===== src/logic/unused_placeholder_removed.sv =====
// intentionally empty file
`timescale 1ns/1ps
`default_nettype none
`default_nettype wire


===== src/pkg/gcq_pkg.sv =====
// shared constants and types for the graphics command queue controller
`default_nettype none
package gcq_pkg;
   localparam logic [7:0]  CMD_COPY   = 8'h0C;  // rect_memory_copy
   localparam logic [7:0]  CMD_STORE  = 8'h0D;  // physical_block_store
   localparam logic [7:0]  CMD_LOAD   = 8'h0E;  // physical_block_load
   localparam logic [7:0]  CMD_POLY   = 8'h0F;  // draw_polyline
   localparam logic [7:0]  CMD_NOP    = 8'hFF;  // no_operation_cmd
   localparam int          MEM_AW     = 24;     // fitted video memory byte address width
   localparam logic [23:0] ADDR_STEP  = 24'h000004;
   localparam logic [31:0] LAYER_MASK = 32'hC000C000; // point bits 31,30,15,14
   localparam int          X_LSB      = 16;
   localparam int          CW         = 14;     // coordinate width
   localparam int          DEPTH_W    = 3;
   localparam logic [2:0]  BPP1       = 3'h0;
   localparam logic [2:0]  BPP2       = 3'h1;
   localparam logic [2:0]  BPP4       = 3'h2;
   localparam logic [2:0]  BPP8       = 3'h3;
   localparam logic [2:0]  BPP16      = 3'h4;
   localparam logic [2:0]  BPP24      = 3'h5;
   localparam logic [7:0]  RST_CODE   = 8'h00;
   localparam logic [31:0] RST_WORD   = 32'h00000000;
   localparam logic [1:0]  STEP0      = 2'h0;
   localparam logic [1:0]  STEP1      = 2'h1;
   localparam logic [1:0]  STEP2      = 2'h2;
   typedef enum logic [3:0] {
      ST_IDLE  = 4'h0,
      ST_DISP  = 4'h1,
      ST_FETCH = 4'h2,
      ST_MEMW  = 4'h3,
      ST_MEMR  = 4'h4,
      ST_PUSH  = 4'h5,
      ST_COPY  = 4'h6,
      ST_LINE  = 4'h7,
      ST_NO_OPERATION_CMD  = 4'h8
   } gcq_state_t;
endpackage : gcq_pkg
`default_nettype wire


===== src/logic/gcq_ctrl.sv =====
// command queue and sequencer for copy, physical store/load and polyline commands
// Functional notes
// - code 0Ch copies rectangles repeatedly until the command ends
// - each copy takes source start, source end, target start words
// - source end layer bits dropped; target end derived from source size
// - differing source and target depths set sticky mismatch flag
// - code 0Dh: first word is byte address, data words to incrementing addresses
// - code 0Eh: address then exactly parameter-count words into output queue
// - code 0Fh: start point then next points, each ending and starting a line
// - layer of each next point honoured unless use_layer_register selects target_layer_select; colour fixed for the command
// - only colour bits matching target layer depth are used
// - code FFh is a single dummy cycle
// - single colours are right-aligned; depths 24,16,8,4,2,1
// - 24 bpp packed data runs across words, first pixel left-aligned
// - point words without layer have bits 31,30,15,14 ignored
// - queue holds the running command and one buffered command
// - each unit reports busy; controller sequences hand-over itself
// - input and output queue status flags are presented
// - DMA requests offered for input and output queues
// - software reset clears this controller's state
// - only address bits of the fitted memory are used
`timescale 1ns/1ps
`default_nettype none
module gcq_ctrl (
   input  wire logic        i_clk,          // system clock 200 MHz
   input  wire logic        i_rst_b,        // async reset, active low
   input  wire logic        i_sw_reset,     // software reset pulse
   input  wire logic        i_cmd_wr,       // command write strobe
   input  wire logic [7:0]  i_cmd_code,     // command code
   input  wire logic [15:0] i_cmd_param,    // command_parameter_count
   input  wire logic [23:0] i_poly_colour,  // polygon_colour
   input  wire logic [3:0]  i_target_layer, // target_layer_select
   input  wire logic        i_use_layer,    // use_layer_register
   input  wire logic [47:0] i_layer_depth,  // 3-bit depth code per layer
   input  wire logic        i_err_clr,      // clears depth_mismatch_error
   input  wire logic        i_inq_valid,    // input_queue word valid
   input  wire logic [31:0] i_inq_data,     // input_queue word
   input  wire logic        i_outq_ready,   // output_queue drain ready
   input  wire logic        i_mem_ack,      // memory access done
   input  wire logic [31:0] i_mem_rdata,    // memory read data
   input  wire logic        i_copy_ack,     // copy_unit took area
   input  wire logic        i_line_ack,     // drawing_engine took line
   output logic             o_cmd_wen,      // command_write_enable
   output logic             o_inq_ready,    // input word taken when valid
   output logic             o_outq_valid,   // output_queue word valid
   output logic [31:0]      o_outq_data,    // output_queue word
   output logic             o_mem_req,      // memory access request
   output logic             o_mem_we,       // memory write
   output logic [23:0]      o_mem_addr,     // physical byte address
   output logic [31:0]      o_mem_wdata,    // memory write data
   output logic             o_copy_req,     // copy area request
   output logic [31:0]      o_copy_src,     // source start with layer
   output logic [31:0]      o_copy_src_end, // source end, no layer
   output logic [31:0]      o_copy_tgt,     // target start with layer
   output logic [31:0]      o_copy_tgt_end, // derived target end, no layer
   output logic             o_line_req,     // line request
   output logic [31:0]      o_line_start,   // line start, no layer
   output logic [31:0]      o_line_end,     // line end, no layer
   output logic [3:0]       o_line_layer,   // line layer
   output logic [23:0]      o_line_colour,  // depth-masked colour
   output logic             o_depth_err,    // depth_mismatch_error
   output logic             o_copy_busy,    // copy_unit busy
   output logic             o_phys_busy,    // physical_access_unit busy
   output logic             o_draw_busy,    // drawing_engine busy
   output logic             o_dreq_in,      // DMA request into input queue
   output logic             o_dreq_out      // DMA request from output queue
);
   gcq_pkg::gcq_state_t state, next_state;
   logic        q0_v, q1_v, next_q0_v, next_q1_v;
   logic [7:0]  q0_code, q1_code, next_q0_code, next_q1_code;
   logic [1:0]  step, next_step;
   logic [15:0] cnt, next_cnt;
   logic [23:0] colour, next_colour;
   logic [31:0] pt_a, next_pt_a;
   logic        next_cwen, next_inq_ready, next_outq_valid, next_mem_req, next_mem_we;
   logic [31:0] next_outq_data, next_mem_wdata;
   logic [23:0] next_mem_addr;
   logic        next_copy_req, next_line_req, next_err;
   logic [31:0] next_copy_src, next_copy_src_end, next_copy_tgt, next_copy_tgt_end;
   logic [31:0] next_line_start, next_line_end;
   logic [3:0]  next_line_layer;
   logic [23:0] next_line_colour;
   logic        take, done, err_set;
   logic [gcq_pkg::CW-1:0] ex, ey;

   // layer number sits in the don't-care bit positions of a point word
   function automatic logic [3:0] lay_of(input logic [31:0] w);
      lay_of = {w[31], w[30], w[15], w[14]};
   endfunction : lay_of

   function automatic logic [2:0] depth_of(input logic [3:0] l, input logic [47:0] t);
      depth_of = t[l*gcq_pkg::DEPTH_W +: gcq_pkg::DEPTH_W];
   endfunction : depth_of

   // right-aligned colours keep only low bits
   function automatic logic [23:0] cmask(input logic [2:0] d);
      unique case (d)
         gcq_pkg::BPP1:  cmask = 24'h000001;
         gcq_pkg::BPP2:  cmask = 24'h000003;
         gcq_pkg::BPP4:  cmask = 24'h00000F;
         gcq_pkg::BPP8:  cmask = 24'h0000FF;
         gcq_pkg::BPP16: cmask = 24'h00FFFF;
         default:        cmask = 24'hFFFFFF;
      endcase
   endfunction : cmask

   // queue, sequencer and unit handshakes
   always_comb begin
      next_state = state;
      next_q0_v = q0_v;
      next_q1_v = q1_v;
      next_q0_code = q0_code;
      next_q1_code = q1_code;
      next_step = step;
      next_cnt = cnt;
      next_colour = colour;
      next_pt_a = pt_a;
      next_outq_valid = o_outq_valid;
      next_outq_data = o_outq_data;
      next_mem_req = o_mem_req;
      next_mem_we = o_mem_we;
      next_mem_addr = o_mem_addr;
      next_mem_wdata = o_mem_wdata;
      next_copy_req = o_copy_req;
      next_copy_src = o_copy_src;
      next_copy_src_end = o_copy_src_end;
      next_copy_tgt = o_copy_tgt;
      next_copy_tgt_end = o_copy_tgt_end;
      next_line_req = o_line_req;
      next_line_start = o_line_start;
      next_line_end = o_line_end;
      next_line_layer = o_line_layer;
      next_line_colour = o_line_colour;
      err_set = 1'b0;
      done = 1'b0;
      take = i_inq_valid && o_inq_ready;
      ex = i_inq_data[gcq_pkg::X_LSB +: gcq_pkg::CW]
           + o_copy_src_end[gcq_pkg::X_LSB +: gcq_pkg::CW]
           - o_copy_src[gcq_pkg::X_LSB +: gcq_pkg::CW];
      ey = i_inq_data[gcq_pkg::CW-1:0] + o_copy_src_end[gcq_pkg::CW-1:0]
           - o_copy_src[gcq_pkg::CW-1:0];
      unique case (state)
         gcq_pkg::ST_IDLE: begin
            if (q0_v) begin
               next_state = gcq_pkg::ST_DISP;
            end
         end
         gcq_pkg::ST_DISP: begin
            next_step = gcq_pkg::STEP0;
            next_state = gcq_pkg::ST_FETCH;
            next_cnt = i_cmd_param;
            next_colour = i_poly_colour;
            if (q0_code == gcq_pkg::CMD_NOP) begin
               next_state = gcq_pkg::ST_NO_OPERATION_CMD;
            end else if (q0_code != gcq_pkg::CMD_COPY && q0_code != gcq_pkg::CMD_STORE &&
                         q0_code != gcq_pkg::CMD_LOAD && q0_code != gcq_pkg::CMD_POLY) begin
               next_state = gcq_pkg::ST_NO_OPERATION_CMD;   // codes outside this block retire at once
            end
         end
         gcq_pkg::ST_FETCH: begin
            if (take) begin
               unique case (q0_code)
                  gcq_pkg::CMD_COPY: begin
                     next_step = step + gcq_pkg::STEP1;
                     if (step == gcq_pkg::STEP0) begin
                        next_copy_src = i_inq_data;
                     end else if (step == gcq_pkg::STEP1) begin
                        next_copy_src_end = i_inq_data & ~gcq_pkg::LAYER_MASK;
                     end else begin
                        next_copy_tgt = i_inq_data;
                        next_copy_tgt_end = {2'h0, ex, 2'h0, ey};
                        next_copy_req = 1'b1;
                        next_step = gcq_pkg::STEP0;
                        next_state = gcq_pkg::ST_COPY;
                        err_set = depth_of(lay_of(o_copy_src), i_layer_depth) !=
                                  depth_of(lay_of(i_inq_data), i_layer_depth);
                     end
                  end
                  gcq_pkg::CMD_STORE: begin
                     if (step == gcq_pkg::STEP0) begin
                        next_mem_addr = i_inq_data[gcq_pkg::MEM_AW-1:0];
                        next_step = gcq_pkg::STEP1;
                     end else begin
                        next_mem_wdata = i_inq_data;
                        next_mem_req = 1'b1;
                        next_mem_we = 1'b1;
                        next_state = gcq_pkg::ST_MEMW;
                     end
                  end
                  gcq_pkg::CMD_LOAD: begin
                     next_mem_addr = i_inq_data[gcq_pkg::MEM_AW-1:0];
                     if (cnt == 16'h0000) begin
                        done = 1'b1;
                     end else begin
                        next_mem_req = 1'b1;
                        next_mem_we = 1'b0;
                        next_state = gcq_pkg::ST_MEMR;
                     end
                  end
                  default: begin
                     if (step == gcq_pkg::STEP0) begin
                        next_pt_a = i_inq_data & ~gcq_pkg::LAYER_MASK;
                        next_step = gcq_pkg::STEP1;
                     end else begin
                        next_line_start = pt_a;
                        next_line_end = i_inq_data & ~gcq_pkg::LAYER_MASK;
                        next_pt_a = i_inq_data & ~gcq_pkg::LAYER_MASK;
                        // layer may change per next point
                        next_line_layer = i_use_layer ? i_target_layer : lay_of(i_inq_data);
                        next_line_colour = colour & cmask(depth_of(next_line_layer,
                                                                   i_layer_depth));
                        next_line_req = 1'b1;
                        next_state = gcq_pkg::ST_LINE;
                     end
                  end
               endcase
            end else if (q1_v && !i_inq_valid && q0_code != gcq_pkg::CMD_LOAD &&
                         (q0_code != gcq_pkg::CMD_COPY || step == gcq_pkg::STEP0)) begin
               // open command ends once input runs dry and a successor waits
               done = 1'b1;
            end
         end
         gcq_pkg::ST_MEMW: begin
            if (i_mem_ack) begin
               next_mem_req = 1'b0;
               next_mem_addr = o_mem_addr + gcq_pkg::ADDR_STEP;
               next_state = gcq_pkg::ST_FETCH;
            end
         end
         gcq_pkg::ST_MEMR: begin
            if (i_mem_ack) begin
               next_mem_req = 1'b0;
               next_outq_data = i_mem_rdata;
               next_outq_valid = 1'b1;
               next_state = gcq_pkg::ST_PUSH;
            end
         end
         gcq_pkg::ST_PUSH: begin
            if (i_outq_ready) begin
               next_outq_valid = 1'b0;
               next_cnt = cnt - 16'h0001;
               if (cnt == 16'h0001) begin
                  done = 1'b1;
               end else begin
                  next_mem_addr = o_mem_addr + gcq_pkg::ADDR_STEP;
                  next_mem_req = 1'b1;
                  next_state = gcq_pkg::ST_MEMR;
               end
            end
         end
         gcq_pkg::ST_COPY: begin
            if (i_copy_ack) begin
               next_copy_req = 1'b0;
               next_state = gcq_pkg::ST_FETCH;
            end
         end
         gcq_pkg::ST_LINE: begin
            if (i_line_ack) begin
               next_line_req = 1'b0;
               next_state = gcq_pkg::ST_FETCH;
            end
         end
         gcq_pkg::ST_NO_OPERATION_CMD: begin
            done = 1'b1;
         end
         default: begin
            next_state = gcq_pkg::ST_IDLE;
         end
      endcase
      // running entry retires, buffered one moves up
      if (done) begin
         next_state = gcq_pkg::ST_IDLE;
         next_q0_v = q1_v;
         next_q0_code = q1_code;
         next_q1_v = 1'b0;
      end
      if (i_cmd_wr && o_cmd_wen) begin
         if (!next_q0_v) begin
            next_q0_v = 1'b1;
            next_q0_code = i_cmd_code;
         end else begin
            next_q1_v = 1'b1;
            next_q1_code = i_cmd_code;
         end
      end
      next_err = err_set || (o_depth_err && !i_err_clr);
      // enable follows the free buffer entry
      next_cwen = !next_q1_v;
      next_inq_ready = (next_state == gcq_pkg::ST_FETCH) && !take;
      // software reset returns the controller to idle
      if (i_sw_reset) begin
         next_state = gcq_pkg::ST_IDLE;
         next_q0_v = 1'b0;
         next_q1_v = 1'b0;
         next_cwen = 1'b1;
         next_inq_ready = 1'b0;
         next_outq_valid = 1'b0;
         next_mem_req = 1'b0;
         next_copy_req = 1'b0;
         next_line_req = 1'b0;
         next_err = 1'b0;
      end
   end

   // state registers; trades one idle cycle per word in fetch for registered ready
   always_ff @(posedge i_clk or negedge i_rst_b) begin
      if (!i_rst_b) begin
         state <= gcq_pkg::ST_IDLE;
         q0_v <= 1'b0;
         q1_v <= 1'b0;
         q0_code <= gcq_pkg::RST_CODE;
         q1_code <= gcq_pkg::RST_CODE;
         step <= gcq_pkg::STEP0;
         cnt <= 16'h0000;
         colour <= 24'h000000;
         pt_a <= gcq_pkg::RST_WORD;
         o_cmd_wen <= 1'b1;
         o_inq_ready <= 1'b0;
         o_outq_valid <= 1'b0;
         o_outq_data <= gcq_pkg::RST_WORD;
         o_mem_req <= 1'b0;
         o_mem_we <= 1'b0;
         o_mem_addr <= 24'h000000;
         o_mem_wdata <= gcq_pkg::RST_WORD;
         o_copy_req <= 1'b0;
         o_copy_src <= gcq_pkg::RST_WORD;
         o_copy_src_end <= gcq_pkg::RST_WORD;
         o_copy_tgt <= gcq_pkg::RST_WORD;
         o_copy_tgt_end <= gcq_pkg::RST_WORD;
         o_line_req <= 1'b0;
         o_line_start <= gcq_pkg::RST_WORD;
         o_line_end <= gcq_pkg::RST_WORD;
         o_line_layer <= 4'h0;
         o_line_colour <= 24'h000000;
         o_depth_err <= 1'b0;
         o_copy_busy <= 1'b0;
         o_phys_busy <= 1'b0;
         o_draw_busy <= 1'b0;
         o_dreq_in <= 1'b0;
         o_dreq_out <= 1'b0;
      end else begin
         state <= next_state;
         q0_v <= next_q0_v;
         q1_v <= next_q1_v;
         q0_code <= next_q0_code;
         q1_code <= next_q1_code;
         step <= next_step;
         cnt <= next_cnt;
         colour <= next_colour;
         pt_a <= next_pt_a;
         o_cmd_wen <= next_cwen;
         o_inq_ready <= next_inq_ready;
         o_outq_valid <= next_outq_valid;
         o_outq_data <= next_outq_data;
         o_mem_req <= next_mem_req;
         o_mem_we <= next_mem_we;
         o_mem_addr <= next_mem_addr;
         o_mem_wdata <= next_mem_wdata;
         o_copy_req <= next_copy_req;
         o_copy_src <= next_copy_src;
         o_copy_src_end <= next_copy_src_end;
         o_copy_tgt <= next_copy_tgt;
         o_copy_tgt_end <= next_copy_tgt_end;
         o_line_req <= next_line_req;
         o_line_start <= next_line_start;
         o_line_end <= next_line_end;
         o_line_layer <= next_line_layer;
         o_line_colour <= next_line_colour;
         o_depth_err <= next_err;
         o_copy_busy <= next_q0_v && next_q0_code == gcq_pkg::CMD_COPY;
         o_phys_busy <= next_q0_v && (next_q0_code == gcq_pkg::CMD_STORE ||
                                      next_q0_code == gcq_pkg::CMD_LOAD);
         o_draw_busy <= next_q0_v && next_q0_code == gcq_pkg::CMD_POLY;
         // DMA requests track the queue handshakes
         o_dreq_in <= next_inq_ready;
         o_dreq_out <= next_outq_valid;
      end
   end
endmodule : gcq_ctrl
`default_nettype wire


===== config.mk =====
export PLATFORM = sky130hd
export DESIGN_NAME = gcq_ctrl
export DESIGN_NICKNAME = d
export VERILOG_FILES = /design/src/logic/unused_placeholder_removed.sv /design/src/pkg/gcq_pkg.sv /design/src/logic/gcq_ctrl.sv
export SDC_FILE = /design/constraint.sdc
export NUM_CORES = 1
export LEC_CHECK = 0
export BUFFER_PORTS_ARGS = -buffer_cell sky130_fd_sc_hd__buf_2
export CORE_MARGIN = 10
export CORE_UTILIZATION = 25
export CTS_CLUSTER_SIZE = 24
export DETAILED_ROUTE_END_ITERATION = 10
export GPL_TIMING_DRIVEN = 0
export MAX_ROUTING_LAYER = met4
export SLEW_MARGIN = 15
export SYNTH_ARGS = -nofsm -noshare
export SYNTH_HDL_FRONTEND = slang
export SYNTH_SLANG_ARGS = --single-unit

===== constraint.sdc =====
create_clock -name i_clk -period 4.5 [get_ports i_clk]
set_input_delay 0.9 -clock i_clk [delete_from_list [all_inputs] [get_ports i_clk]]
set_output_delay 0.9 -clock i_clk [all_outputs]
set_load 0.05 [all_outputs]

=== Word-level counts from Yosys, hierarchy flattened ===
Index checks and enable logic that the tools add are counted.

* Add/subtract/negate cells: 7
* Multipliers: 3
* Equality and inequality tests: 52
* Shifts and indexed selects: 3
* Muxes and demuxes: 92
* Bitwise gates (word level): 4
* Reduce and logical (&&, ||, !) cells: 50

{| class="wikitable"
|+ Operators by type and width
! cell !! count
|-
| 2-to-1 mux 24 bit || 9
|-
| indexed part select 48 x 7 -> 3 bit || 3
|-
| one-hot mux 24 bit (5 select lines) || 1
|-
| 2-to-1 mux 4 bit || 18
|-
| one-hot mux 24 bit (3 select lines) || 1
|-
| equality test 8 x 4 -> 1 bit (second input constant) || 7
|-
| one-hot mux 24 bit (2 select lines) || 1
|-
| 2-to-1 mux 1 bit || 42
|-
| one-hot mux 4 bit (9 select lines) || 1
|-
| != test 8 x 4 -> 1 bit (second input constant) || 4
|-
| one-hot mux 16 bit (2 select lines) || 1
|-
| != test 3 bit (second input constant) || 10
|-
| adder 14 bit || 2
|-
| subtractor 14 bit || 2
|-
| adder 24 x 3 -> 24 bit (second input constant) || 1
|-
| AND 24 bit || 1
|-
| 2-to-1 mux 8 bit || 3
|-
| AND reduction 5 bit || 4
|-
| multiplier 4 x 2 -> 6 bit (second input constant) || 3
|-
| equality test 16 x 1 -> 1 bit (second input constant) || 1
|-
| equality test 4 x 3 -> 1 bit (second input constant) || 4
|-
| zero test 16 bit || 1
|-
| 2-to-1 mux 16 bit || 1
|-
| AND reduction 4 bit || 4
|-
| 38 further kinds || 86
|}

* Register bits after elaboration: 395
* Input port bits: 175
* Output and inout port bits: 321

=== Depth between registers and ports, before layout ===
Gate-level depths: netlist of the first run.

* Depth after elaboration: 13
* Mapped depth: 14
* Depth with buffers taken out: 14

=== Worst setup path before layout of the first run ===
OpenSTA, ideal clock, no wires.

* Path type: input to register
* Start: input i_inq_data[17]
* End: register o_copy_tgt_end[29]
* Data arrival time: 3.187 ns
* Setup slack: 1.176 ns
* Stages: 12
* Path buffers: 0
* Path through: inv_1 > fa_1 > inv_1 > ha_1 > a21o_1 > a211oi_1 > o21ai_0 > a31oi_1 > nand2_1 > a31oi_1 > xnor2_1 > o21ai_0

* Word-level cells in the longest chain between the ends: 2

{| class="wikitable"
|+ RTL lines
! element !! line !! source
|-
| start: declaration || gcq_ctrl.sv:37 || <nowiki>input wire logic [31:0] i_inq_data,</nowiki>
|-
| adder 14 bit || gcq_ctrl.sv:138 || <nowiki>+ o_copy_src_end[gcq_pkg::X_LSB +: gcq_pkg::CW]</nowiki>
|-
| subtractor 14 bit || gcq_ctrl.sv:139 || <nowiki>- o_copy_src[gcq_pkg::X_LSB +: gcq_pkg::CW];</nowiki>
|-
| end signal: assignment || gcq_ctrl.sv:329 || <nowiki>o_copy_tgt_end <= gcq_pkg::RST_WORD;</nowiki>
|-
| end signal: assignment || gcq_ctrl.sv:363 || <nowiki>o_copy_tgt_end <= next_copy_tgt_end;</nowiki>
|-
| end: declaration || gcq_ctrl.sv:55 || <nowiki>output logic [31:0] o_copy_tgt_end,</nowiki>
|}

No other way between the ends.
A chain may end at the register's enable or synchronous reset.

=== Final worst setup path of the first run ===
* Start: register state[0]
* End: register pt_a[18]

* Word-level cells in the longest chain between the ends: 2

{| class="wikitable"
|+ RTL lines
! element !! line !! source
|-
| start: declaration || gcq_ctrl.sv:68 || <nowiki>gcq_pkg::gcq_state_t state, next_state;</nowiki>
|-
| start signal: assignment || gcq_ctrl.sv:308 || <nowiki>state <= gcq_pkg::ST_IDLE;</nowiki>
|-
| start signal: assignment || gcq_ctrl.sv:342 || <nowiki>state <= next_state;</nowiki>
|-
| equality test 4 x 2 -> 1 bit || gcq_ctrl.sv:142 || <nowiki>unique case (state)</nowiki>
|-
| AND reduction 3 bit (no source line) || n/a ||
|-
| end signal: assignment || gcq_ctrl.sv:316 || <nowiki>pt_a <= gcq_pkg::RST_WORD;</nowiki>
|-
| end signal: assignment || gcq_ctrl.sv:350 || <nowiki>pt_a <= next_pt_a;</nowiki>
|-
| end: declaration || gcq_ctrl.sv:74 || <nowiki>logic [31:0] pt_a, next_pt_a;</nowiki>
|}

No other way between the ends.

==> run summary, run 1 <==
Global route
* 112 mm — first-pass GRT wire length
* 0.171 — GRT Total Usage
* 0 — total congestion overflow
* 7 — antenna violations before repair
* 16500 — vias in the first global route
* 100 — pin count of the biggest net entering global routing

Critical path
* sky130_fd_sc_hd__nor4b_2 — cell with the biggest individual delay on the critical path
* 4.96 ns — required time at the worst-slack endpoint
* state[0]$_DFF_PN0_ — origin of the critical flop-to-flop path
* register — Worst setup SP type
* register to register — kind of critical path
* 6 — Register-to-Register Path Depth
* sky130_fd_sc_hd__buf_1 — CP dominant cell by count
* nor4b_2, nand2_1, nor2_1, buf_1, buf_1, mux2_2 — CP cell instances
* pt_a[18]$_DFFE_PN0P_ — critical register-to-register path endpoint
* 0.76 ns — worst stage delay on the critical path
* register — endpoint kind of the worst setup timing path
* 4.17 ns — CP arrival
* 10 — highest fanout seen on the critical path
* 0.79 ns — worst setup slack for register-to-register paths

Timing
* 0 — total setup violations reported at the end of the flow
* 1.19 ns — Worst-Margin Slew
* 0.0473 ns — Layout Skew
* 3.71 ns — final worst path period need
* 0.270 GHz — Max Clk Rate
* 0.791 ns — final setup margin
* 0.209 — headroom to the max-slew limit
* 0.148 ns — worst hold-check slack
* 0.824 — final critical-path share of the clock period
* no — RSZ-0062 raised after global routing
* 0 — Final Hold Viols
* 0 — max-slew violation total from the final report

Cells and area
* 29.1% — area growth from synthesis to layout
* sky130_fd_sc_hd__buf_2, sky130_fd_sc_hd__dfrtp_1, sky130_fd_sc_hd__nand2_1, sky130_fd_sc_hd__o21ai_0, sky130_fd_sc_hd__inv_1 — most frequent cells in the layout
* 0.326 — utilization of the core after routing
* 0.323 — share of final-layout standard cells stronger than drive strength 1
* 7926 — fill cell count
* 2617 — final-stage net count
* sky130_fd_sc_hd__buf_2 — most common cell after layout, fill and taps aside
* 24800 sq um — Non-Filler Cell Area, Final

Yosys
* 0.515 — share of the yosys chip area belonging to registers
* 1.00 — share of async-settable or async-resettable flops after synthesis
* 395 — synthesis-stage register bit count
* 0 — number of enable flip-flop cells after synthesis
* sky130_fd_sc_hd__dfrtp_1 — top flip-flop cell by instance count after synthesis
* 1837 — number of standard cells after synthesis
* 10.5 sq um — syn_area_per_cell
* 0 — count of synthesis-stage warnings from yosys
* 19200 sq um — post-synthesis cell area
* 79 — Netlist cell types

Clocking
* 48 — Num CTS Buffers
* 0 — number of gates given a new drive strength after cts
* 0.60 ns — Worst-Skew Late Latency
* sky130_fd_sc_hd__clkbuf_16 — root cell of the clock tree
* 395 — clock sinks
* 3 — Clock Tree Buf Depth
* 0 — setup bufs post-CTS
* 0 — post-cts hold buffer count
* 0.06 ns — clock edge transition at the registers on the reported setup and hold paths
* 2 — number of levels the H-tree was split into
* done — TritonCTS clock tree

Detailed routing
* 0 — number of nets with antenna violations after routing
* 15900 — Vias
* 5 — router iterations before antenna repair
* 1028 — First DRT Iteration DRCs
* 0 — detailed-route DRC error count
* 4.61 — vias per std cell
* 75.8 mm — total wire length after detailed routing
* 21.9 um — wire per inst

Placed design
* 474 — buffers added on ports
* 0.893 — final weighted congestion in routability-driven placement
* 0.336 ns — Post-Place Setup Slack
* 23100 sq um — Placement Cell Area
* 59.7 mm — HPWL after detailed placement

Power and ir drop
* 12.6 nW — Pleak
* 0.000230 V — maximum vdd drop
* 378 nW/um^2 — power per cell area
* 9.37 mW — total power draw

Floorplanning
* 88300 sq um — floorplan die area
* 297 um — Die Span X
* 297 um — die height
* 0.252 — Initial Util
* 76100 sq um — floorplan core area
* 101 — number of placement rows
* 496 — Boundary Pins

Run status
* complete, no violations — run status

Job
* 0 — max-capacitance violation count

Min path
* input port to async pin — worst min-delay path category

==> synth_stat cells, types with 3 or more instances <==
| cell type | instances | area share |
|---|---|---|
| sky130_fd_sc_hd__a211o_1 | 3 | 0.0014 |
| sky130_fd_sc_hd__a211oi_1 | 6 | 0.0023 |
| sky130_fd_sc_hd__a21boi_0 | 3 | 0.0012 |
| sky130_fd_sc_hd__a21oi_1 | 86 | 0.022 |
| sky130_fd_sc_hd__a22o_1 | 5 | 0.0023 |
| sky130_fd_sc_hd__a22oi_1 | 7 | 0.0027 |
| sky130_fd_sc_hd__a31oi_1 | 7 | 0.0023 |
| sky130_fd_sc_hd__a32oi_1 | 3 | 0.0014 |
| sky130_fd_sc_hd__and2_1 | 7 | 0.0023 |
| sky130_fd_sc_hd__and3_1 | 11 | 0.0036 |
| sky130_fd_sc_hd__buf_1 | 7 | 0.0014 |
| sky130_fd_sc_hd__buf_2 | 13 | 0.0034 |
| sky130_fd_sc_hd__buf_4 | 19 | 0.0074 |
| sky130_fd_sc_hd__clkbuf_1 | 71 | 0.014 |
| sky130_fd_sc_hd__dfrtp_1 | 394 | 0.51 |
| sky130_fd_sc_hd__fa_1 | 26 | 0.027 |
| sky130_fd_sc_hd__ha_1 | 32 | 0.021 |
| sky130_fd_sc_hd__inv_1 | 126 | 0.025 |
| sky130_fd_sc_hd__mux2_2 | 111 | 0.065 |
| sky130_fd_sc_hd__mux2_4 | 10 | 0.0078 |
| sky130_fd_sc_hd__mux2i_1 | 17 | 0.0089 |
| sky130_fd_sc_hd__mux4_2 | 42 | 0.049 |
| sky130_fd_sc_hd__nand2_1 | 336 | 0.066 |
| sky130_fd_sc_hd__nand2b_1 | 9 | 0.0029 |
| sky130_fd_sc_hd__nand3_1 | 24 | 0.0063 |
| sky130_fd_sc_hd__nand4_1 | 4 | 0.0013 |
| sky130_fd_sc_hd__nor2_1 | 79 | 0.015 |
| sky130_fd_sc_hd__nor2b_1 | 8 | 0.0026 |
| sky130_fd_sc_hd__nor3_1 | 25 | 0.0065 |
| sky130_fd_sc_hd__nor3b_1 | 4 | 0.0016 |
| sky130_fd_sc_hd__nor4_1 | 7 | 0.0023 |
| sky130_fd_sc_hd__nor4_2 | 3 | 0.0020 |
| sky130_fd_sc_hd__o21ai_0 | 216 | 0.056 |
| sky130_fd_sc_hd__o21ai_1 | 7 | 0.0018 |
| sky130_fd_sc_hd__o22ai_1 | 14 | 0.0046 |
| sky130_fd_sc_hd__o31ai_1 | 4 | 0.0016 |
| sky130_fd_sc_hd__o32ai_1 | 3 | 0.0014 |
| sky130_fd_sc_hd__or2_1 | 3 | 0.00098 |
| sky130_fd_sc_hd__or3_1 | 5 | 0.0016 |
| sky130_fd_sc_hd__xnor2_1 | 11 | 0.0050 |
| sky130_fd_sc_hd__xor2_1 | 19 | 0.0087 |
==> per-stage QoR <==
step	std cells	setup TNS, ns
5_1_grt	3455	0
2_1_floorplan	1852	0
4_1_cts	3454	0
3_3_place_gp	3356	-2296.10
3_5_place_dp	3364	0
6_report	3458	0
==> power breakdown <==
part / total [mW] / switching, mW / internal [mW] / leakage, nW
Combinational: 1.31 / 0.829 / 0.479 / 6.44
Clock: 4.12 / 1.66 / 2.46 / 0.822
Sequential: 3.95 / 0.178 / 3.77 / 5.37
Total: 9.37 / 2.67 / 6.70 / 12.6
==> routing by layer <==
layer	part of all wire	GRT usage	wire, um
met1	0.42	0.208	32200
met2	0.48	0.282	36700
met3	0.064	0.0378	4890
met4	0.027	0.0493	2030
met5	0	-	0
==> area by class of cell <==
cell class                      instances  area (sq um)  area share
Timing Repair Buffer                  482          2530       0.102
Clock inverter                         22           290      0.0117
Multi-Input combinational cell       1219          8400       0.339
Tap cell                             1030          1290      0.0520
Sequential cell                       395          9890       0.399
Antenna cell                            4          10.0    0.000404
Clock buffer                           68          1390      0.0560
Inverter                              126           473      0.0191
Buffer                                112           527      0.0213
==> registers in the layout (all words and copies together), names as in the netlist, 4 cells and up <==
signal / cells
o_mem_addr: 24
o_copy_src: 32
o_copy_src_end: 28
o_copy_tgt_end: 28
state: 4
o_line_colour: 24
cnt: 16
o_line_end: 28
pt_a: 28
o_mem_wdata: 32
o_copy_tgt: 32
o_outq_data: 32
colour: 24
o_line_start: 28
q0_code: 8
q1_code: 8
o_line_layer: 4
==> critical path: cells and delay by family (launching register included) <==
family | cells | cell delay, ns
mux | 1 | 0.41
flops | 1 | 0.40
buf+inv | 2 | 1.35
simple gates | 3 | 1.39
==> cells by family after synthesis <==
| logic type | count (synthesis) | share of synthesized area |
|---|---|---|
| flops | 395 | 0.515 |
| simple gates | 547 | 0.126 |
| other cells | 1 | 0.000195 |
| mux | 183 | 0.133 |
| compound gates | 385 | 0.112 |
| xor+xnor | 30 | 0.0137 |
| buf+inv | 238 | 0.0520 |
| fa+ha+maj | 58 | 0.0479 |
==> worst max-delay path by stage <==
stage	start	to	cells past startpoint
after global routing	q0_code[5]$_DFF_PN0_	o_copy_tgt_end[24]$_DFFE_PN0P_	9
final	state[0]$_DFF_PN0_	pt_a[18]$_DFFE_PN0P_	6
after detailed placement	i_inq_data[1]	o_copy_tgt_end[13]$_DFFE_PN0P_	13
after global placement	i_rst_b	o_copy_src[25]$_DFFE_PN0P_	1
after CTS	state[0]$_DFF_PN0_	pt_a[17]$_DFFE_PN0P_	6
after floorplan	i_inq_data[17]	o_copy_tgt_end[29]$_DFFE_PN0P_	12
Note: power is estimated with default switching activity, not from simulation.
==> run 2: changes to the inputs <==
==> constraint.sdc (replaced) <==
create_clock -name i_clk -period 3.76 [get_ports i_clk]
set_input_delay 0.752 -clock i_clk [delete_from_list [all_inputs] [get_ports i_clk]]
set_output_delay 0.752 -clock i_clk [all_outputs]
set_load 0.05 [all_outputs]
==> run 2 against run 1 <==
Worst hold slack improved by 0.19 ns. Utilization is essentially flat. Via count rose by 0.56%. First-iteration DRC count rose by 1.5%. Maximum frequency grew 6.2%. Sequential power is 19% higher. Non-clock buffer count is 1 higher. Critical path type unchanged.
==> run summary, run 2 (synthesis results as in run 1) <==
Timing
* 1.24 ns — Worst-Margin Slew
* 0.175 — headroom to the max-slew limit
* 3.49 ns — final worst path period need
* 0 — Final Hold Viols
* 0.269 ns — final setup margin
* no — RSZ-0062 raised after global routing
* 0.929 — final critical-path share of the clock period
* 0 — max-slew violation total from the final report
* 0 — total setup violations reported at the end of the flow
* 0.286 GHz — Max Clk Rate
* 0.0456 ns — Layout Skew

Placed design
* 474 — buffers added on ports
* -0.256 ns — Post-Place Setup Slack
* 59.7 mm — HPWL after detailed placement
* 3364 — cell count after placement
* 0.893 — final weighted congestion in routability-driven placement

Clocking
* 0 — setup bufs post-CTS
* sky130_fd_sc_hd__clkbuf_16 — root cell of the clock tree
* 48 — Num CTS Buffers
* 3 — Clock Tree Buf Depth
* 0.60 ns — Worst-Skew Late Latency
* 395 — clock sinks
* done — TritonCTS clock tree
* 0.06 ns — clock edge transition at the registers on the reported setup and hold paths
* 2 — number of levels the H-tree was split into

Cells and area
* sky130_fd_sc_hd__buf_2, sky130_fd_sc_hd__dfrtp_1, sky130_fd_sc_hd__nand2_1, sky130_fd_sc_hd__o21ai_0, sky130_fd_sc_hd__inv_1 — most frequent cells in the layout
* sky130_fd_sc_hd__buf_2 — most common cell after layout, fill and taps aside
* 2618 — final-stage net count
* 3458 — non-filler instance count after layout
* 0.324 — share of final-layout standard cells stronger than drive strength 1
* 29.1% — area growth from synthesis to layout

Run status
* complete, no violations — run status

Min path
* o_depth_err$_DFF_PN0_ — sink of the worst hold path
* i_err_clr — worst hold start
* 2 — hold path cells
* input port to register — worst min-delay path category

Global route
* 0.171 — GRT Total Usage
* 16500 — vias in the first global route
* 7 — antenna violations before repair
* 0 — total congestion overflow
* 112 mm — first-pass GRT wire length
* 100 — pin count of the biggest net entering global routing

Critical path
* 0.27 ns — worst setup slack for register-to-register paths
* 3.93 ns — CP arrival
* sky130_fd_sc_hd__o221ai_1 — cell with the biggest individual delay on the critical path
* 4.20 ns — required time at the worst-slack endpoint
* q0_code[5]$_DFF_PN0_ — origin of the critical flop-to-flop path
* register to register — kind of critical path
* 10 — highest fanout seen on the critical path
* or4_4, nor2_1, nand2_1, nor2_1, o221ai_1, clkbuf_1, o21ai_0, o21ai_0 — CP cell instances
* o_mem_addr[5]$_DFFE_PN0P_ — critical register-to-register path endpoint
* register — endpoint kind of the worst setup timing path
* register — Worst setup SP type
* 8 — Register-to-Register Path Depth
* 0.63 ns — worst stage delay on the critical path
* q0_code[5]$_DFF_PN0_ — beginning of the critical path

Detailed routing
* 16000 — Vias
* 0 — number of nets with antenna violations after routing
* 5 — router iterations before antenna repair
* 32.2 mm — length of routed wiring on met1
* 0 — detailed-route DRC error count
* 21.9 um — wire per inst
* 1043 — First DRT Iteration DRCs
* 75.9 mm — total wire length after detailed routing
* 4.64 — vias per std cell
* 36.6 mm — met2 wire length
* met4 — uppermost layer routed
* 4.90 mm — met3 wirelength from detailed routing

Power and ir drop
* 11.2 mW — total power draw
* 0.000275 V — maximum vdd drop
* 452 nW/um^2 — power per cell area
* 12.6 nW — Pleak

Floorplanning
* 496 — Boundary Pins
* 101 — number of placement rows
* 297 um — Die Span X
* 0.252 — Initial Util
* 76100 sq um — floorplan core area
* 297 um — die height
* 88300 sq um — floorplan die area

Job
* 0 — max-capacitance violation count

## run 2: cell count changes in the layout (fill, tap and decap cells not counted)
cell	delta
sky130_fd_sc_hd__nand2_1	-1
sky130_fd_sc_hd__diode_2	-1
sky130_fd_sc_hd__nand2_2	+1
sky130_fd_sc_hd__buf_2	+1
sky130_fd_sc_hd__buf_1	-1
sky130_fd_sc_hd__dlygate4sd3_1	+1
## run 2: routing by layer
layer | track usage | vias to the layer above
li1 | - | 7386
met3 | 0.0378 | 104
met4 | 0.0493 | 0
met1 | 0.208 | 7968
met5 | - | -
met2 | 0.282 | 574
## run 2: how the worst max path moves through the flow
| stage | end |
|---|---|
| final | o_mem_addr[5]$_DFFE_PN0P_ |
| after global routing | o_line_end[7]$_DFFE_PN0P_ |
| after CTS | pt_a[17]$_DFFE_PN0P_ |
| after detailed placement | o_copy_tgt_end[13]$_DFFE_PN0P_ |
| after global placement | o_copy_src[25]$_DFFE_PN0P_ |
| after floorplan | o_copy_tgt_end[29]$_DFFE_PN0P_ |
## run 2: layout make-up
cell class	instances	area, sq um
Timing Repair Buffer	483	2540
Sequential cell	395	9890
Multi-Input combinational cell	1219	8400
Clock inverter	22	290
Antenna cell	3	7.51
Buffer	112	528
Inverter	126	473
Clock buffer	68	1390
Tap cell	1030	1290
Fill cell	7924	51300
## run 2: repair_timing
action                                  CTS  global route
gates resized for setup                   0             4
hold buffers                              1             0
endpoints found under the hold margin    17             0
endpoints found under the setup margin    0            30
## run 2: through the flow
step	area, sq um	util	hold WS (ns)	setup TNS [ns]
after CTS	24800	0.326	0.289	0
after global routing	24800	0.326	0.300	0
after floorplan	19300	-	0.435	0
after global placement	22900	0.301	0.445	-2565.19
final	24800	0.326	0.339	0
after detailed placement	23100	0.304	0.450	-1.06
## run 2: worst max-delay path: cells and delay by family (launching register included)
| kind | cells | cell delay, ns |
|---|---|---|
| simple gates | 4 | 1.59 |
| compound gates | 3 | 0.94 |
| buf+inv | 1 | 0.41 |
| flops | 1 | 0.38 |
## run 2: power by group
part | leakage (nW) | internal [mW] | switching (mW) | total [mW]
Sequential | 5.37 | 4.51 | 0.213 | 4.72
Combinational | 6.45 | 0.574 | 0.993 | 1.57
Clock | 0.822 | 2.94 | 1.99 | 4.93
Total | 12.6 | 8.02 | 3.19 | 11.2
==> run 3: changes to the inputs <==
--- a/config.mk
+++ b/config.mk
@@ -5,6 +5,7 @@
 export SDC_FILE = /design/constraint.sdc
 export NUM_CORES = 1
 export LEC_CHECK = 0
+export ABC_CLOCK_PERIOD_IN_PS = 3760
 export BUFFER_PORTS_ARGS = -buffer_cell sky130_fd_sc_hd__buf_2
 export CORE_MARGIN = 10
 export CORE_UTILIZATION = 25
@@ -12,6 +13,8 @@
 export DETAILED_ROUTE_END_ITERATION = 10
 export GPL_TIMING_DRIVEN = 0
 export MAX_ROUTING_LAYER = met4
+export RECOVER_POWER = 25
+export SKIP_LAST_GASP = 1
 export SLEW_MARGIN = 15
 export SYNTH_ARGS = -nofsm -noshare
 export SYNTH_HDL_FRONTEND = slang
==> run 3 against run 2 <==
The run now ends with capacitance limit, slew limit left. Die area unchanged. Clock power is essentially flat. Global-route usage did not move. Worst hold slack got worse by 0.0019 ns. Design area fell by 0.22%. First-iteration DRC count about the same. Routed wire length is essentially flat. Combinational power hardly changed. Flip-flop and latch count is the same. Largest cell class unchanged.
==> run summary, run 3 (synthesis results as in run 1) <==
Floorplanning
* 496 — Boundary Pins
* 76100 sq um — floorplan core area
* 297 um — die height
* 101 — number of placement rows
* 297 um — Die Span X
* 88300 sq um — floorplan die area
* 0.252 — Initial Util

Timing
* 1.76 ns — Worst-Margin Slew
* 0.287 GHz — Max Clk Rate
* 0 — total setup violations reported at the end of the flow
* 3.48 ns — final worst path period need
* 0.337 ns — worst hold-check slack
* no — RSZ-0062 raised after global routing
* -0.177 — headroom to the max-slew limit
* 0.926 — final critical-path share of the clock period
* 0.0464 ns — Layout Skew
* 26 — max-slew violation total from the final report
* 0 — Final Hold Viols

Run status
* capacitance limit, slew limit — violations in the final reports
* finished with violations — run status

Critical path
* register — Worst setup SP type
* register — endpoint kind of the worst setup timing path
* 0.63 ns — worst stage delay on the critical path
* 4.20 ns — required time at the worst-slack endpoint
* register to register — kind of critical path
* sky130_fd_sc_hd__o221ai_1 — cell with the biggest individual delay on the critical path
* 3.92 ns — CP arrival
* or4_4, nor2_1, nand2_1, nor2_1, o221ai_1, clkbuf_1, o21ai_0, o21ai_0 — CP cell instances
* 1 — worst path buffer plus inverter count
* 10 — highest fanout seen on the critical path
* simple AND/OR/NAND/NOR gates — cell family with the largest share of critical-path delay

Detailed routing
* 0 — detailed-route DRC error count
* 21.9 um — wire per inst
* 0 — number of nets with antenna violations after routing
* 4.62 — vias per std cell
* 75.9 mm — total wire length after detailed routing
* 1044 — First DRT Iteration DRCs
* 5 — router iterations before antenna repair
* 16000 — Vias

Placed design
* 23100 sq um — Placement Cell Area
* 0.893 — final weighted congestion in routability-driven placement
* 474 — buffers added on ports
* 59.7 mm — HPWL after detailed placement

Global route
* 0 — total congestion overflow
* 7 — antenna violations before repair
* 0.171 — GRT Total Usage
* 112 mm — first-pass GRT wire length
* 16500 — vias in the first global route
* 100 — pin count of the biggest net entering global routing

Job
* 1 — max-capacitance violation count

Cells and area
* sky130_fd_sc_hd__buf_2 — most common cell after layout, fill and taps aside
* 0.325 — utilization of the core after routing
* 2618 — final-stage net count
* 24700 sq um — Non-Filler Cell Area, Final
* 0.310 — share of final-layout standard cells stronger than drive strength 1
* sky130_fd_sc_hd__buf_2, sky130_fd_sc_hd__dfrtp_1, sky130_fd_sc_hd__nand2_1, sky130_fd_sc_hd__o21ai_0, sky130_fd_sc_hd__inv_1 — most frequent cells in the layout
* 28.8% — area growth from synthesis to layout
* 7938 — fill cell count

Clocking
* 2 — number of levels the H-tree was split into
* 0.06 ns — clock edge transition at the registers on the reported setup and hold paths
* 3 — Clock Tree Buf Depth
* 48 — Num CTS Buffers
* 395 — clock sinks
* sky130_fd_sc_hd__clkbuf_16 — root cell of the clock tree
* 0.60 ns — Worst-Skew Late Latency
* done — TritonCTS clock tree
* 0 — setup bufs post-CTS

Power and ir drop
* 453 nW/um^2 — power per cell area
* 11.2 mW — total power draw
* 0.000276 V — maximum vdd drop
* 12.5 nW — Pleak

Min path
* input port to register — worst min-delay path category

run 3: cell types whose count changed in the layout (fill, tap and decap cells not counted):
| cell | change |
|---|---|
| sky130_fd_sc_hd__clkbuf_1 | +35 |
| sky130_fd_sc_hd__buf_2 | -34 |
| sky130_fd_sc_hd__buf_8 | -1 |
run 3: routing by layer:
metal	wire length, um	track usage	vias up
li1	-	-	7385
met1	32200	0.208	7911
met2	36800	0.282	570
met4	1970	0.0493	0
met3	4970	0.0378	95
met5	0	-	-
run 3: power breakdown:
group | switching (mW) | leakage, nW | internal (mW)
Clock | 1.99 | 0.822 | 2.94
Sequential | 0.213 | 5.37 | 4.51
Combinational | 0.991 | 6.29 | 0.572
run 3: path summary, 6_finish.rpt:
| path | from | depth (start not counted) | slack (ns) | endpoint |
|---|---|---|---|---|
| setup / recovery | q0_code[5]$_DFF_PN0_ | 8 | 0.28 | o_mem_addr[5]$_DFFE_PN0P_ |
| hold / removal | i_err_clr | 2 | 0.34 | o_depth_err$_DFF_PN0_ |
| setup reg to reg | q0_code[5]$_DFF_PN0_ | 8 | 0.28 | o_mem_addr[5]$_DFFE_PN0P_ |
| hold reg to reg | pt_a[23]$_DFFE_PN0P_ | 2 | 0.46 | o_line_start[23]$_DFFE_PN0P_ |
| max in group asynchronous | i_rst_b | 4 | 0.87 | o_line_end[13]$_DFFE_PN0P_ |
| min in group asynchronous | i_rst_b | 2 | 1.17 | o_draw_busy$_DFF_PN0_ |
run 3: cell type report:
cell class                      instances  area [sq um]  area share
Tap cell                             1030          1290      0.0521
Clock buffer                           68          1390      0.0561
Buffer                                112           528      0.0213
Clock inverter                         22           290      0.0117
Antenna cell                            3          7.51    0.000303
Multi-Input combinational cell       1219          8400       0.339
Sequential cell                       395          9890       0.400
Timing Repair Buffer                  483          2490       0.100
Inverter                              126           473      0.0191
run 3: worst register-to-register path, stage by stage, from the launching register on:
cell	delay [ns]
sky130_fd_sc_hd__dfrtp_1	0.37
sky130_fd_sc_hd__or4_4	0.58
sky130_fd_sc_hd__nor2_1	0.43
sky130_fd_sc_hd__nand2_1	0.20
sky130_fd_sc_hd__nor2_1	0.38
sky130_fd_sc_hd__o221ai_1	0.63
sky130_fd_sc_hd__clkbuf_1	0.42
sky130_fd_sc_hd__o21ai_0	0.21
sky130_fd_sc_hd__o21ai_0	0.10
run 3: metrics by stage:
stage	setup WS [ns]	instances	setup TNS, ns
2_1_floorplan	0.584	1852	0
3_3_place_gp	-6.47	3356	-2565.19
3_5_place_dp	-0.256	3364	-1.06
4_1_cts	0.0457	3455	0
5_1_grt	0.0696	3456	0
6_report	0.277	3458	0
run 3: repair_timing:
| action | 4_1_cts | 5_1_grt |
|---|---|---|
| hold buffers | 1 | 0 |
| gates resized for setup | 0 | 4 |
| hold endpoints to repair | 17 | 0 |
| endpoints found under the setup margin | 0 | 30 |
